File: src/inc/mtseq_consts.vh
// constants for the measurement trigger sequencer
`ifndef MTSEQ_CONSTS_VH
`define MTSEQ_CONSTS_VH

// register byte offsets
`define MTS_OFF_CTRL      8'h00
`define MTS_OFF_CMD       8'h04
`define MTS_OFF_SAMPLES   8'h08
`define MTS_OFF_TRIGS     8'h0C
`define MTS_OFF_DELAY     8'h10
`define MTS_OFF_MEASCFG   8'h14
`define MTS_OFF_BAND      8'h18
`define MTS_OFF_STATUS    8'h1C
`define MTS_OFF_HELD      8'h20

// ctrl field positions
`define MTS_CTRL_SRC_LSB  0
`define MTS_CTRL_REMOTE   3
`define MTS_CTRL_HOLD     4
`define MTS_CTRL_DAUTO    5
// cmd bits
`define MTS_CMD_INIT      0
`define MTS_CMD_BUSTRIG   1
`define MTS_CMD_ABORT     2
// meas cfg field positions
`define MTS_CFG_FUNC_LSB  0
`define MTS_CFG_PLC       2
`define MTS_CFG_RNG_LSB   4
`define MTS_CFG_FILT_LSB  6

// trigger sources
`define MTS_SRC_AUTO      3'h0
`define MTS_SRC_IMM       3'h1
`define MTS_SRC_SINGLE    3'h2
`define MTS_SRC_EXT       3'h3
`define MTS_SRC_BUS       3'h4
// measurement functions
`define MTS_FN_DC         2'h0
`define MTS_FN_RES        2'h1
`define MTS_FN_AC         2'h2
`define MTS_FN_FREQ       2'h3

// reset values
`define MTS_RST_CTRL      6'h20
`define MTS_RST_SAMPLES   16'h0001
`define MTS_RST_TRIGS     16'h0001
`define MTS_RST_DELAY     32'h00000000
`define MTS_RST_MEASCFG   8'h00
`define MTS_RST_BAND      32'h00000000

// limits
`define MTS_MAX_SAMPLES   16'd50000
`define MTS_MAX_DELAY_S   3600
`define MTS_MAX_DELAY_US  32'd3600000000

// timebase
`define MTS_CLK_NS        50
`define MTS_TICK_NS       1000
`define MTS_TICK_CYC      (`MTS_TICK_NS / `MTS_CLK_NS)
`define MTS_COMP_NS       2000
`define MTS_COMP_CYC      (`MTS_COMP_NS / `MTS_CLK_NS)

// automatic delays in microseconds
`define MTS_D_0S_US       32'd0
`define MTS_D_1MS0_US     32'd1000
`define MTS_D_1MS5_US     32'd1500
`define MTS_D_10MS_US     32'd10000
`define MTS_D_15MS_US     32'd15000
`define MTS_D_100MS_US    32'd100000
`define MTS_D_200MS_US    32'd200000
`define MTS_D_600MS_US    32'd600000
`define MTS_D_1S0_US      32'd1000000
`define MTS_D_1S5_US      32'd1500000
`define MTS_D_7S0_US      32'd7000000

// axi responses
`define MTS_RESP_OKAY     2'h0
`define MTS_RESP_SLVERR   2'h2

`endif

File: src/logic/mtseq_top.v
// measurement trigger sequencer with axi4-lite register access
//
// The register addresses and the AXI4-Lite interface to the registers were left to the implementer.
`timescale 1ns/1ps
`include "mtseq_consts.vh"

module mtseq_top (
    input  wire        MCLK_IN,
    input  wire        RST_N_IN,
    input  wire        AXI_AWVALID_IN,
    output wire        AXI_AWREADY_OUT,
    input  wire [7:0]  AXI_AWADDR_IN,
    input  wire        AXI_WVALID_IN,
    output wire        AXI_WREADY_OUT,
    input  wire [31:0] AXI_WDATA_IN,
    input  wire [3:0]  AXI_WSTRB_IN,
    output reg         AXI_BVALID_OUT,
    input  wire        AXI_BREADY_IN,
    output reg  [1:0]  AXI_BRESP_OUT,
    input  wire        AXI_ARVALID_IN,
    output wire        AXI_ARREADY_OUT,
    input  wire [7:0]  AXI_ARADDR_IN,
    output reg         AXI_RVALID_OUT,
    input  wire        AXI_RREADY_IN,
    output reg  [31:0] AXI_RDATA_OUT,
    output reg  [1:0]  AXI_RRESP_OUT,
    input  wire        SINGLE_KEY_IN,
    input  wire        EXTERNAL_TRIGGER_INPUT_IN,
    output reg         MEASUREMENT_COMPLETE_PULSE_N_OUT,
    output reg         TRIGGER_READY_INDICATOR_OUT,
    output reg         EXTERNAL_SOURCE_INDICATOR_OUT,
    output reg         SAMPLING_OUT,
    output reg         MEAS_START_OUT,
    input  wire        MEAS_DONE_IN,
    input  wire [31:0] READING_IN,
    output reg         BEEP_OUT
);

    localparam S_IDLE  = 3'd0;
    localparam S_WAIT  = 3'd1;
    localparam S_DELAY = 3'd2;
    localparam S_START = 3'd3;
    localparam S_BUSY  = 3'd4;

    localparam integer TICK_END  = `MTS_TICK_CYC - 1;
    localparam integer COMP_END  = `MTS_COMP_CYC - 1;
    localparam [4:0]   TICK_LAST = TICK_END[4:0];
    localparam [5:0]   COMP_LAST = COMP_END[5:0];

    reg  [5:0]  ctrl;
    reg  [15:0] samples;
    reg  [15:0] trigs;
    reg  [31:0] delay_us;
    reg  [7:0]  meas_cfg;
    reg  [31:0] band;
    reg  [31:0] held;
    reg         frozen;
    reg  [2:0]  state;
    reg  [15:0] samp_left;
    reg  [15:0] trigger_ready_indicator_left;
    reg  [31:0] delay_left;
    reg  [4:0]  tick_cnt;
    reg  [5:0]  comp_cnt;
    reg         ext_prev;
    reg         key_prev;
    reg  [31:0] last_reading;
    reg  [1:0]  stable_cnt;
    reg         have_last;
    reg         cmd_init;
    reg         cmd_bus;
    reg         cmd_abort;

    wire        wr_go = AXI_AWVALID_IN && AXI_WVALID_IN && !AXI_BVALID_OUT;
    wire        rd_go = AXI_ARVALID_IN && !AXI_RVALID_OUT;
    wire        remote = ctrl[`MTS_CTRL_REMOTE];
    wire [2:0]  src_raw = ctrl[`MTS_CTRL_SRC_LSB +: 3];
    // remote operation never runs free: auto falls back to immediate
    wire [2:0]  src = (remote && src_raw == `MTS_SRC_AUTO) ? `MTS_SRC_IMM : src_raw;
    wire        tick = (tick_cnt == TICK_LAST);
    wire        ext_edge = ext_prev && !EXTERNAL_TRIGGER_INPUT_IN;
    wire        key_edge = SINGLE_KEY_IN && !key_prev;
    wire [15:0] trigger_ready_indicator_total = (remote && trigs != 16'h0000) ? trigs : 16'h0001;
    wire [31:0] diff = READING_IN - last_reading;
    wire [31:0] abs_diff = diff[31] ? (32'h00000000 - diff) : diff;
    wire        in_band = have_last && (abs_diff <= band);
    reg         fire;
    reg  [31:0] rd_data;
    reg         rd_ok;

    assign AXI_AWREADY_OUT = wr_go;
    assign AXI_WREADY_OUT  = wr_go;
    assign AXI_ARREADY_OUT = !AXI_RVALID_OUT;

    // byte-lane merge for partial writes
    function [31:0] merge;
        input [31:0] old;
        input [31:0] new_val;
        input [3:0]  strb;
        integer i;
        begin
            merge = old;
            for (i = 0; i < 4; i = i + 1)
                if (strb[i])
                    merge[i*8 +: 8] = new_val[i*8 +: 8];
        end
    endfunction

    // automatic settling delay from the measurement setup
    function [31:0] auto_delay;
        input [1:0] fn;
        input       plc_ge1;
        input [1:0] rng;
        input [1:0] filt;
        input       front_auto;
        begin
            case (fn)
                `MTS_FN_DC:
                    auto_delay = plc_ge1 ? `MTS_D_1MS5_US : `MTS_D_1MS0_US;
                `MTS_FN_RES:
                    case (rng)
                        2'h0:    auto_delay = plc_ge1 ? `MTS_D_1MS5_US : `MTS_D_1MS0_US;
                        2'h1:    auto_delay = plc_ge1 ? `MTS_D_15MS_US : `MTS_D_10MS_US;
                        default: auto_delay = `MTS_D_100MS_US;
                    endcase
                `MTS_FN_AC:
                    case (filt)
                        2'h0:    auto_delay = front_auto ? `MTS_D_1S5_US : `MTS_D_7S0_US;
                        2'h1:    auto_delay = front_auto ? `MTS_D_200MS_US : `MTS_D_1S0_US;
                        default: auto_delay = front_auto ? `MTS_D_100MS_US : `MTS_D_600MS_US;
                    endcase
                default:
                    auto_delay = front_auto ? `MTS_D_0S_US : `MTS_D_1S0_US;
            endcase
        end
    endfunction

    wire [31:0] wr_ctrl   = merge({26'h0, ctrl}, AXI_WDATA_IN, AXI_WSTRB_IN);
    wire [31:0] wr_samp   = merge({16'h0, samples}, AXI_WDATA_IN, AXI_WSTRB_IN);
    wire [31:0] wr_trigs  = merge({16'h0, trigs}, AXI_WDATA_IN, AXI_WSTRB_IN);
    wire [31:0] wr_delay  = merge(delay_us, AXI_WDATA_IN, AXI_WSTRB_IN);
    wire [31:0] wr_cfg    = merge({24'h0, meas_cfg}, AXI_WDATA_IN, AXI_WSTRB_IN);
    wire [31:0] eff_delay = ctrl[`MTS_CTRL_DAUTO] ?
        auto_delay(meas_cfg[`MTS_CFG_FUNC_LSB +: 2], meas_cfg[`MTS_CFG_PLC],
                   meas_cfg[`MTS_CFG_RNG_LSB +: 2], meas_cfg[`MTS_CFG_FILT_LSB +: 2],
                   src == `MTS_SRC_AUTO) : delay_us;

    // trigger qualification per source
    always @*
    begin
        case (src)
            `MTS_SRC_AUTO:   fire = 1'b1;
            `MTS_SRC_IMM:    fire = 1'b1;
            `MTS_SRC_SINGLE: fire = key_edge;
            `MTS_SRC_EXT:    fire = ext_edge;
            `MTS_SRC_BUS:    fire = cmd_bus;
            default:         fire = 1'b0;
        endcase
    end

    // register file writes; all volatile, reset restores defaults
    always @(posedge MCLK_IN)
    begin
        if (!RST_N_IN)
        begin
            ctrl           <= `MTS_RST_CTRL;
            samples        <= `MTS_RST_SAMPLES;
            trigs          <= `MTS_RST_TRIGS;
            delay_us       <= `MTS_RST_DELAY;
            meas_cfg       <= `MTS_RST_MEASCFG;
            band           <= `MTS_RST_BAND;
            cmd_init       <= 1'b0;
            cmd_bus        <= 1'b0;
            cmd_abort      <= 1'b0;
            AXI_BVALID_OUT <= 1'b0;
            AXI_BRESP_OUT  <= `MTS_RESP_OKAY;
        end
        else
        begin
            cmd_init  <= 1'b0;
            cmd_bus   <= 1'b0;
            cmd_abort <= 1'b0;
            if (AXI_BVALID_OUT && AXI_BREADY_IN)
                AXI_BVALID_OUT <= 1'b0;
            if (wr_go)
            begin
                AXI_BVALID_OUT <= 1'b1;
                AXI_BRESP_OUT  <= `MTS_RESP_OKAY;
                case (AXI_AWADDR_IN)
                    `MTS_OFF_CTRL:
                        ctrl <= wr_ctrl[5:0];
                    `MTS_OFF_CMD:
                    begin
                        if (AXI_WSTRB_IN[0])
                        begin
                            cmd_init  <= AXI_WDATA_IN[`MTS_CMD_INIT];
                            cmd_bus   <= AXI_WDATA_IN[`MTS_CMD_BUSTRIG];
                            cmd_abort <= AXI_WDATA_IN[`MTS_CMD_ABORT];
                        end
                    end
                    `MTS_OFF_SAMPLES:
                        // out-of-range counts clamp instead of erroring
                        if (wr_samp[15:0] == 16'h0000)
                            samples <= 16'h0001;
                        else if (wr_samp[15:0] > `MTS_MAX_SAMPLES)
                            samples <= `MTS_MAX_SAMPLES;
                        else
                            samples <= wr_samp[15:0];
                    `MTS_OFF_TRIGS:
                        trigs <= wr_trigs[15:0];
                    `MTS_OFF_DELAY:
                        delay_us <= (wr_delay > `MTS_MAX_DELAY_US) ?
                                    `MTS_MAX_DELAY_US : wr_delay;
                    `MTS_OFF_MEASCFG:
                        meas_cfg <= wr_cfg[7:0];
                    `MTS_OFF_BAND:
                        band <= merge(band, AXI_WDATA_IN, AXI_WSTRB_IN);
                    `MTS_OFF_STATUS, `MTS_OFF_HELD:
                        AXI_BRESP_OUT <= `MTS_RESP_OKAY;
                    default:
                        AXI_BRESP_OUT <= `MTS_RESP_SLVERR;
                endcase
            end
        end
    end

    // read decode
    always @*
    begin
        rd_ok = 1'b1;
        case (AXI_ARADDR_IN)
            `MTS_OFF_CTRL:    rd_data = {26'h0, ctrl};
            `MTS_OFF_CMD:     rd_data = 32'h00000000;
            `MTS_OFF_SAMPLES: rd_data = {16'h0, samples};
            `MTS_OFF_TRIGS:   rd_data = {16'h0, trigs};
            `MTS_OFF_DELAY:   rd_data = delay_us;
            `MTS_OFF_MEASCFG: rd_data = {24'h0, meas_cfg};
            `MTS_OFF_BAND:    rd_data = band;
            `MTS_OFF_STATUS:
                rd_data = {trigger_ready_indicator_left, 9'h0, frozen, EXTERNAL_SOURCE_INDICATOR_OUT,
                           TRIGGER_READY_INDICATOR_OUT, SAMPLING_OUT, state};
            `MTS_OFF_HELD:    rd_data = held;
            default:
            begin
                rd_data = 32'h00000000;
                rd_ok   = 1'b0;
            end
        endcase
    end

    always @(posedge MCLK_IN)
    begin
        if (!RST_N_IN)
        begin
            AXI_RVALID_OUT <= 1'b0;
            AXI_RDATA_OUT  <= 32'h00000000;
            AXI_RRESP_OUT  <= `MTS_RESP_OKAY;
        end
        else if (rd_go)
        begin
            AXI_RVALID_OUT <= 1'b1;
            AXI_RDATA_OUT  <= rd_data;
            AXI_RRESP_OUT  <= rd_ok ? `MTS_RESP_OKAY : `MTS_RESP_SLVERR;
        end
        else if (AXI_RREADY_IN)
            AXI_RVALID_OUT <= 1'b0;
    end

    // trigger sequencer
    always @(posedge MCLK_IN)
    begin
        if (!RST_N_IN)
        begin
            state          <= S_IDLE;
            samp_left      <= 16'h0000;
            trigger_ready_indicator_left      <= 16'h0000;
            delay_left     <= 32'h00000000;
            tick_cnt       <= 5'h00;
            MEAS_START_OUT <= 1'b0;
            ext_prev       <= 1'b1;
            key_prev       <= 1'b0;
        end
        else
        begin
            ext_prev       <= EXTERNAL_TRIGGER_INPUT_IN;
            key_prev       <= SINGLE_KEY_IN;
            MEAS_START_OUT <= 1'b0;
            tick_cnt       <= tick ? 5'h00 : tick_cnt + 5'h01;
            if (cmd_abort)
                state <= S_IDLE;
            else
            begin
                case (state)
                    S_IDLE:
                    begin
                        // front panel is always armed; remote waits for initiate
                        if (cmd_init || !remote)
                        begin
                            trigger_ready_indicator_left <= trigger_ready_indicator_total;
                            state     <= S_WAIT;
                        end
                    end
                    S_WAIT:
                    begin
                        if (fire)
                        begin
                            samp_left  <= samples;
                            delay_left <= eff_delay;
                            tick_cnt   <= 5'h00;
                            state      <= S_DELAY;
                        end
                    end
                    S_DELAY:
                    begin
                        if (delay_left == 32'h00000000)
                            state <= S_START;
                        else if (tick)
                            delay_left <= delay_left - 32'h00000001;
                    end
                    S_START:
                    begin
                        MEAS_START_OUT <= 1'b1;
                        state          <= S_BUSY;
                    end
                    S_BUSY:
                    begin
                        if (MEAS_DONE_IN)
                        begin
                            if (samp_left > 16'h0001)
                            begin
                                samp_left <= samp_left - 16'h0001;
                                state     <= S_START;
                            end
                            else if (trigger_ready_indicator_left > 16'h0001)
                            begin
                                trigger_ready_indicator_left <= trigger_ready_indicator_left - 16'h0001;
                                state     <= S_WAIT;
                            end
                            else
                            begin
                                trigger_ready_indicator_left <= 16'h0000;
                                state     <= S_IDLE;
                            end
                        end
                    end
                    default:
                        state <= S_IDLE;
                endcase
            end
        end
    end

    // indicators and complete pulse
    always @(posedge MCLK_IN)
    begin
        if (!RST_N_IN)
        begin
            comp_cnt                         <= 6'h00;
            MEASUREMENT_COMPLETE_PULSE_N_OUT <= 1'b1;
            TRIGGER_READY_INDICATOR_OUT      <= 1'b0;
            EXTERNAL_SOURCE_INDICATOR_OUT    <= 1'b0;
            SAMPLING_OUT                     <= 1'b0;
        end
        else
        begin
            TRIGGER_READY_INDICATOR_OUT   <= (state == S_WAIT) && (src == `MTS_SRC_SINGLE);
            EXTERNAL_SOURCE_INDICATOR_OUT <= (src == `MTS_SRC_EXT);
            SAMPLING_OUT                  <= (state == S_START) || (state == S_BUSY);
            // fixed-width low pulse so slow ttl switch gear sees it
            if (state == S_BUSY && MEAS_DONE_IN)
            begin
                comp_cnt                         <= COMP_LAST;
                MEASUREMENT_COMPLETE_PULSE_N_OUT <= 1'b0;
            end
            else if (comp_cnt != 6'h00)
                comp_cnt <= comp_cnt - 6'h01;
            else
                MEASUREMENT_COMPLETE_PULSE_N_OUT <= 1'b1;
        end
    end

    // reading hold: two in-band steps means three stable readings
    always @(posedge MCLK_IN)
    begin
        if (!RST_N_IN)
        begin
            last_reading <= 32'h00000000;
            have_last    <= 1'b0;
            stable_cnt   <= 2'h0;
            held         <= 32'h00000000;
            frozen       <= 1'b0;
            BEEP_OUT     <= 1'b0;
        end
        else
        begin
            BEEP_OUT <= 1'b0;
            if (!ctrl[`MTS_CTRL_HOLD])
                frozen <= 1'b0;
            if (state == S_BUSY && MEAS_DONE_IN)
            begin
                last_reading <= READING_IN;
                have_last    <= 1'b1;
                if (!in_band)
                    stable_cnt <= 2'h0;
                else if (stable_cnt != 2'h2)
                    stable_cnt <= stable_cnt + 2'h1;
                if (in_band && stable_cnt != 2'h0 && ctrl[`MTS_CTRL_HOLD] && !frozen)
                begin
                    held     <= READING_IN;
                    frozen   <= 1'b1;
                    BEEP_OUT <= 1'b1;
                end
            end
        end
    end

endmodule // mtseq_top

File: config.mk
export PLATFORM = sky130hd
export DESIGN_NAME = mtseq_top
export DESIGN_NICKNAME = d
export VERILOG_FILES = /design/src/logic/mtseq_top.v
export VERILOG_INCLUDE_DIRS = /design/src /design/src/inc
export SDC_FILE = /design/constraint.sdc
export NUM_CORES = 1
export LEC_CHECK = 0
export ABC_CLOCK_PERIOD_IN_PS = 13300
export BUFFER_PORTS_ARGS = -buffer_cell sky130_fd_sc_hd__buf_2
export CORE_MARGIN = 1
export CORE_UTILIZATION = 41
export DETAILED_ROUTE_END_ITERATION = 16
export HOLD_SLACK_MARGIN = 0.15
export PLACE_DENSITY = 0.64
export SETUP_SLACK_MARGIN = 0.2
export SLEW_MARGIN = 20
export SYNTH_ARGS = -nofsm -noshare
export SYNTH_HDL_FRONTEND = slang
export SYNTH_SLANG_ARGS = --single-unit
File: constraint.sdc
create_clock -name MCLK_IN -period 13.3 [get_ports MCLK_IN]
set_input_delay 1.995 -clock MCLK_IN [delete_from_list [all_inputs] [get_ports MCLK_IN]]
set_output_delay 1.995 -clock MCLK_IN [all_outputs]
set_load 0.01 [all_outputs]
After elaboration in Yosys (flattened, before gate mapping)
Index checks and enable logic that the tools add are counted.
{"block": "totals", "regBits": 305, "input_bits": 94, "output_inout_bits": 47}
{"block": "op_classes", "add_sub_neg": 8, "magnitude_cmp": 5, "eq_ne": 40, "mux": 66, "bitwise": 2, "reduce_logical": 64}
{"cell": "case mux 32 bit (8 select lines)", "count": 1}
{"cell": "2-to-1 mux 32 bit", "count": 6}
{"cell": "2-to-1 mux 16 bit", "count": 10}
{"cell": "case mux 23 bit (3 select lines)", "count": 1}
{"cell": "== test 8 x 5 -> 1 bit (second input constant)", "count": 8}
{"cell": "case mux 16 bit (2 select lines)", "count": 2}
{"cell": "case mux 32 bit (2 select lines)", "count": 1}
{"cell": "2-to-1 mux 20 bit", "count": 3}
{"cell": "2-to-1 mux 8 bit", "count": 6}
{"cell": "case mux 23 bit (2 select lines)", "count": 1}
{"cell": "case mux 17 bit (2 select lines)", "count": 1}
{"cell": "== test 8 x 4 -> 1 bit (second input constant)", "count": 4}
{"cell": "> comparator 16 x 1 -> 1 bit (second input constant)", "count": 2}
{"cell": "> comparator 32 bit (second input constant)", "count": 1}
{"cell": "<= comparator 32 bit", "count": 1}
{"cell": "logical NOT 32 bit", "count": 1}
{"cell": "subtractor 1 x 32 -> 32 bit (first input constant)", "count": 1}
{"cell": "subtractor 16 x 1 -> 16 bit (second input constant)", "count": 2}
{"cell": "subtractor 32 x 1 -> 32 bit (second input constant)", "count": 1}
{"cell": "subtractor 32 bit", "count": 1}
{"cell": "AND reduction 3 bit", "count": 8}
{"cell": "2-to-1 mux 23 bit", "count": 1}
{"cell": "2-to-1 mux 5 bit", "count": 4}
{"cell": "!= test 2 bit (second input constant)", "count": 10}
{"cell": "other kinds (37)", "count": 108}

Logic depth before layout (Yosys ltp)
{"block": "logic_depth", "depth_word": 10, "mapped_depth": 26, "ltp_nobuf": 24}

Worst setup path before layout
Ideal clock, no wire load.
{"block": "synth_timing", "path_kind": "input port to flip-flop", "from": "in READING_IN[5]", "to": "reg held[10]", "setup_time_ns": 0.128, "t_arrival_ns": 7.149, "path_slack_ns": 6.024, "path_stages": 25, "path_cell_list": "ha_1 clkbuf_1 and2_1 nand2_1 a21oi_1 o21ai_1 a21oi_1 a41oi_1 o21ai_0 xnor2_1 clkbuf_1 o21ai_0 xnor2_1 ha_1 a21o_1 a21o_1 a21o_1 a21o_1 a211o_1 a221oi_1 o21ai_0 a21oi_1 buf_2 mux2i_1 nor2_1"}
{"block": "synth_via", "elab_chain_cells": 9}
{"element": "from (decl)", "line": "mtseq_top.v:35", "source": "input wire [31:0] READING_IN,"}
{"element": "subtractor 32 bit (*)", "line": "mtseq_top.v:83", "source": "wire [31:0] diff = READING_IN - last_reading;"}
{"element": "subtractor 1 x 32 -> 32 bit", "line": "mtseq_top.v:84", "source": "wire [31:0] abs_diff = diff[31] ? (32'h00000000 - diff) : diff;"}
{"element": "2-to-1 mux 32 bit (*)", "line": "mtseq_top.v:84"}
{"element": "<= comparator 32 bit (*)", "line": "mtseq_top.v:85", "source": "wire in_band = have_last && (abs_diff <= band);"}
{"element": "logical AND 1 bit (*)", "line": "mtseq_top.v:85"}
{"element": "logical AND 1 bit (*) (3 in a row)", "line": "mtseq_top.v:406", "source": "if (in_band && stable_cnt != 2'h0 && ctrl[`MTS_CTRL_HOLD] && !frozen)"}
{"element": "AND reduction 2 bit (no source line) (*)"}
{"element": "to (signal assigned)", "line": "mtseq_top.v:389", "source": "held <= 32'h00000000;"}
{"element": "to (signal assigned)", "line": "mtseq_top.v:408", "source": "held <= READING_IN;"}
{"element": "to (decl)", "line": "mtseq_top.v:56", "source": "reg [31:0] held;"}
Mark *: on every way between the ends. The rest lies on a longest branch, timed or not.
A chain may end at the register's enable or synchronous reset.

Final worst setup path
{"block": "layout_timing", "from": "in READING_IN[3]", "to": "reg held[29]"}
Same word-level chain as after synthesis.

==> results.txt <==
number of global-route vias before repair: 16500
library cells used by synthesis: 89
HP Class: reg -> reg
Rel. slew slack: 23.8%
Max Buffers Root-to-Sink: 3
CTS tree: built
Mapped Area: 18000 µm²
CP Capture Type: flop
Layout area overhead: 13.0%
final worst-path cycle share: 63.0%
critical setup path kind: in -> reg
GPL Wtd Cong: 0.920
Final Hold Viols: 0
worst r2r path cells: 23
max cap viols: 0
Finished Layout Cells: 3058
H-tree levels: 2
via count: 18500
synthesized flop and latch total: 303
Data required, critical path: 13.71 ns
Total Power: 2980 µW
fin crit period: 8.38 ns
post-CTS resize count: 0
DR vias/cell: 6.04
Synth warnings: 0
Min Hold Slack: 0.453 ns
Worst EP arrival: 8.79 ns
RSZ-0062 raised after global routing: no
DIE WIDTH: 212 µm
hold buffer count at CTS: 0
number of port buffers: 138
syn avg cell area: 7.54 µm²
initial antenna violation count: 5
first-pass GRT wire length: 96900 µm
GRT overflow: 0
worst slew pin tran: 1.14 ns
Nets: 2613
Core Box Area: 43200 µm²
Cell Rows: 76
setup TNS: 0 ns
share of the yosys chip area belonging to registers: 33.7%
Crit Path Max Fanout: 21
DR iter-0 viols: 2104
dpl hpwl: 47300 µm
setup skew after layout: 0.0259 ns
Initial Util: 41.7%
number of flops mapped to enable cells by yosys: 0
peak supply drop: 84.4 µV
status: completed
final wirelength: 63900 µm
Worst Hold Depth: 1
largest net degree at the start of global routing: 170
Routed WL per cell: 20.9 µm
total CTS buffers: 37
Final setup viols: 0
PD cells: 147 nW/µm²
Async SR Flop Fraction: 0%
Slew Viols, Final: 0
cell count after placement: 2990
Fmax achieved: 0.119 GHz
Root Buffer Master: clkbuf_16
number of remaining DRC errors: 0
gr usage total: 27.9%
CP Launch Type: primary input
Pre-antenna DRT Iters: 8
Post-DRT Antenna Nets: 0
Synth Flop Type: dfxtp_1
worst-skew pair later-pin latency: 0.56 ns
Leak Pwr: 0.00749 µW
filler cell count: 4321
die footprint: 44800 µm²
Post-CTS Setup Repair Bufs: 0
Synth Instances: 2390
layout cell share with drive strength beyond 1: 11.0%
clock slew at reported path FFs: 0.05 ns
I/O pin total: 141
clk sink count: 303
die height: 212 µm
-- sequential cells by signal (all words and copies together), names as in the netlist, 32 cells and up --
signal / count
held: 32
AXI_RDATA_OUT: 32
last_reading: 32
delay_left: 32
band: 32
delay_us: 32
-- final timing paths --
path | from | end | slack, ns
max | READING_IN[3] | held[29]$_SDFFE_PN0P_ | 4.92
min | tick_cnt[0]$_SDFF_PN0_ | tick_cnt[0]$_SDFF_PN0_ | 0.45
max reg2reg | last_reading[3]$_SDFFE_PN0P_ | held[29]$_SDFFE_PN0P_ | 6.13
min reg2reg | tick_cnt[0]$_SDFF_PN0_ | tick_cnt[0]$_SDFF_PN0_ | 0.45
-- per-layer routing --
metal  routed length [µm]  vias to the layer above  GRT usage, %
met5                   34                        -             0
met4                 1890                        6          9.05
met3                 6190                      123          6.54
met2                27500                      844          42.5
met1                28300                     8774          38.8
li1                     -                     8732             -
-- cells in the mapped netlist (11+ instances only) --
library cell	count	share of area (%)
ha_1	74	5.1
a21o_1	34	1.4
o211ai_1	21	0.87
a21oi_1	278	7.7
and2_1	28	0.97
nor2_1	322	6.7
inv_1	111	2.3
xor2_1	17	0.83
o22ai_1	14	0.49
a211oi_1	22	0.92
nand2_1	236	4.9
o21a_1	12	0.50
nor4_1	29	1.0
a22oi_1	94	3.9
nor3_1	62	1.7
o21ai_0	134	3.7
nand4_1	16	0.56
xnor2_1	41	2.0
clkbuf_1	127	2.6
mux2i_1	63	3.5
a222oi_1	21	1.2
nand2b_1	17	0.59
and3_1	17	0.59
dfxtp_1	303	34
a31oi_1	25	0.87
nand3_1	71	2.0
a32oi_1	12	0.58
o31ai_1	14	0.58
or3_1	13	0.45
or2_2	11	0.38
-- metrics by stage --
| step | worst slack [ns] | util [%] | area (µm²) |
|---|---|---|---|
| after detailed placement | 4.38 | 44.2 | 19100 |
| after CTS | 4.96 | 47.1 | 20400 |
| final | 4.92 | 47.2 | 20400 |
| after global routing | 4.39 | 47.1 | 20400 |
| after global placement | 4.66 | 44.2 | 19100 |
| after floorplan | 6.02 | - | 18000 |
-- cells in the final DEF (no fill, tap or decap), types with 8 or more instances in the layout --
master / synthesis / layout
nand4_1: 16 / 16
nor2_1: 322 / 318
a22oi_1: 94 / 94
or2_2: 11 / 11
and3_1: 17 / 17
nand2_1: 236 / 236
a21o_1: 34 / 34
o31ai_1: 14 / 14
a32oi_1: 12 / 12
nand3_1: 71 / 71
and2_1: 28 / 28
a222oi_1: 21 / 21
a211oi_1: 22 / 22
ha_1: 74 / 74
mux2i_1: 63 / 63
inv_1: 111 / 110
nand2b_1: 17 / 16
a21oi_1: 278 / 277
xor2_1: 17 / 17
nor4_1: 29 / 28
o21a_1: 12 / 12
clkbuf_16: 0 / 38
buf_4: 3 / 18
a31oi_1: 25 / 25
buf_2: 8 / 138
nor2b_1: 10 / 9
o211ai_1: 21 / 21
clkinv_2: 0 / 8
o22ai_1: 14 / 14
xnor2_1: 41 / 41
dfxtp_1: 303 / 303
or4_1: 10 / 10
nor3_1: 62 / 60
or3_1: 13 / 13
o21ai_0: 134 / 134
-- critical path: stages --
cell	delay, ns
buf_2	0.12
ha_1	0.47
o2111ai_1	0.34
a21oi_1	0.50
o21ai_1	0.25
a21oi_1	0.31
a41oi_1	0.20
o21ai_0	0.37
xor2_1	0.76
a21oi_1	0.11
xor2_1	0.19
ha_1	0.31
a21o_1	0.18
a21o_1	0.17
a21o_1	0.16
a21o_1	0.18
a211o_1	0.29
a221oi_1	0.26
o21ai_0	0.20
a21oi_4	0.58
buf_4	0.48
mux2i_1	0.27
nor2_1	0.06
-- power breakdown --
part	leakage [µW]	internal, µW	switching [µW]
registers	0.00245	968	68.9
clock network	0.000628	641	422
logic	0.00441	318	566
total	0.00749	1930	1060
-- final cells by class --
cell class	instances	area, µm²	area share (%)
diodes	2	5.00	0.0246
clock buffers	50	1070	5.24
clock inverters	16	201	0.989
inverters	111	424	2.08
multi-input cells	1835	11000	54.2
flip-flops and latches	303	6070	29.8
well taps	585	732	3.60
repair buffers	156	826	4.06
-- cells by family after synthesis --
group                      count (synthesis)  share of synthesized area (%)
AOI/OAI and AO/OA                        755                           26.6
DFF                                      303                           33.7
and+or+nand+nor                          878                           22.5
adders and majority gates                 75                           5.25
xor gates and xnor gates                  58                           2.82
other                                      1                         0.0208
muxes                                     67                           3.75
buffers and inverters                    253                           5.47
(Power assumes the default switching activity.)
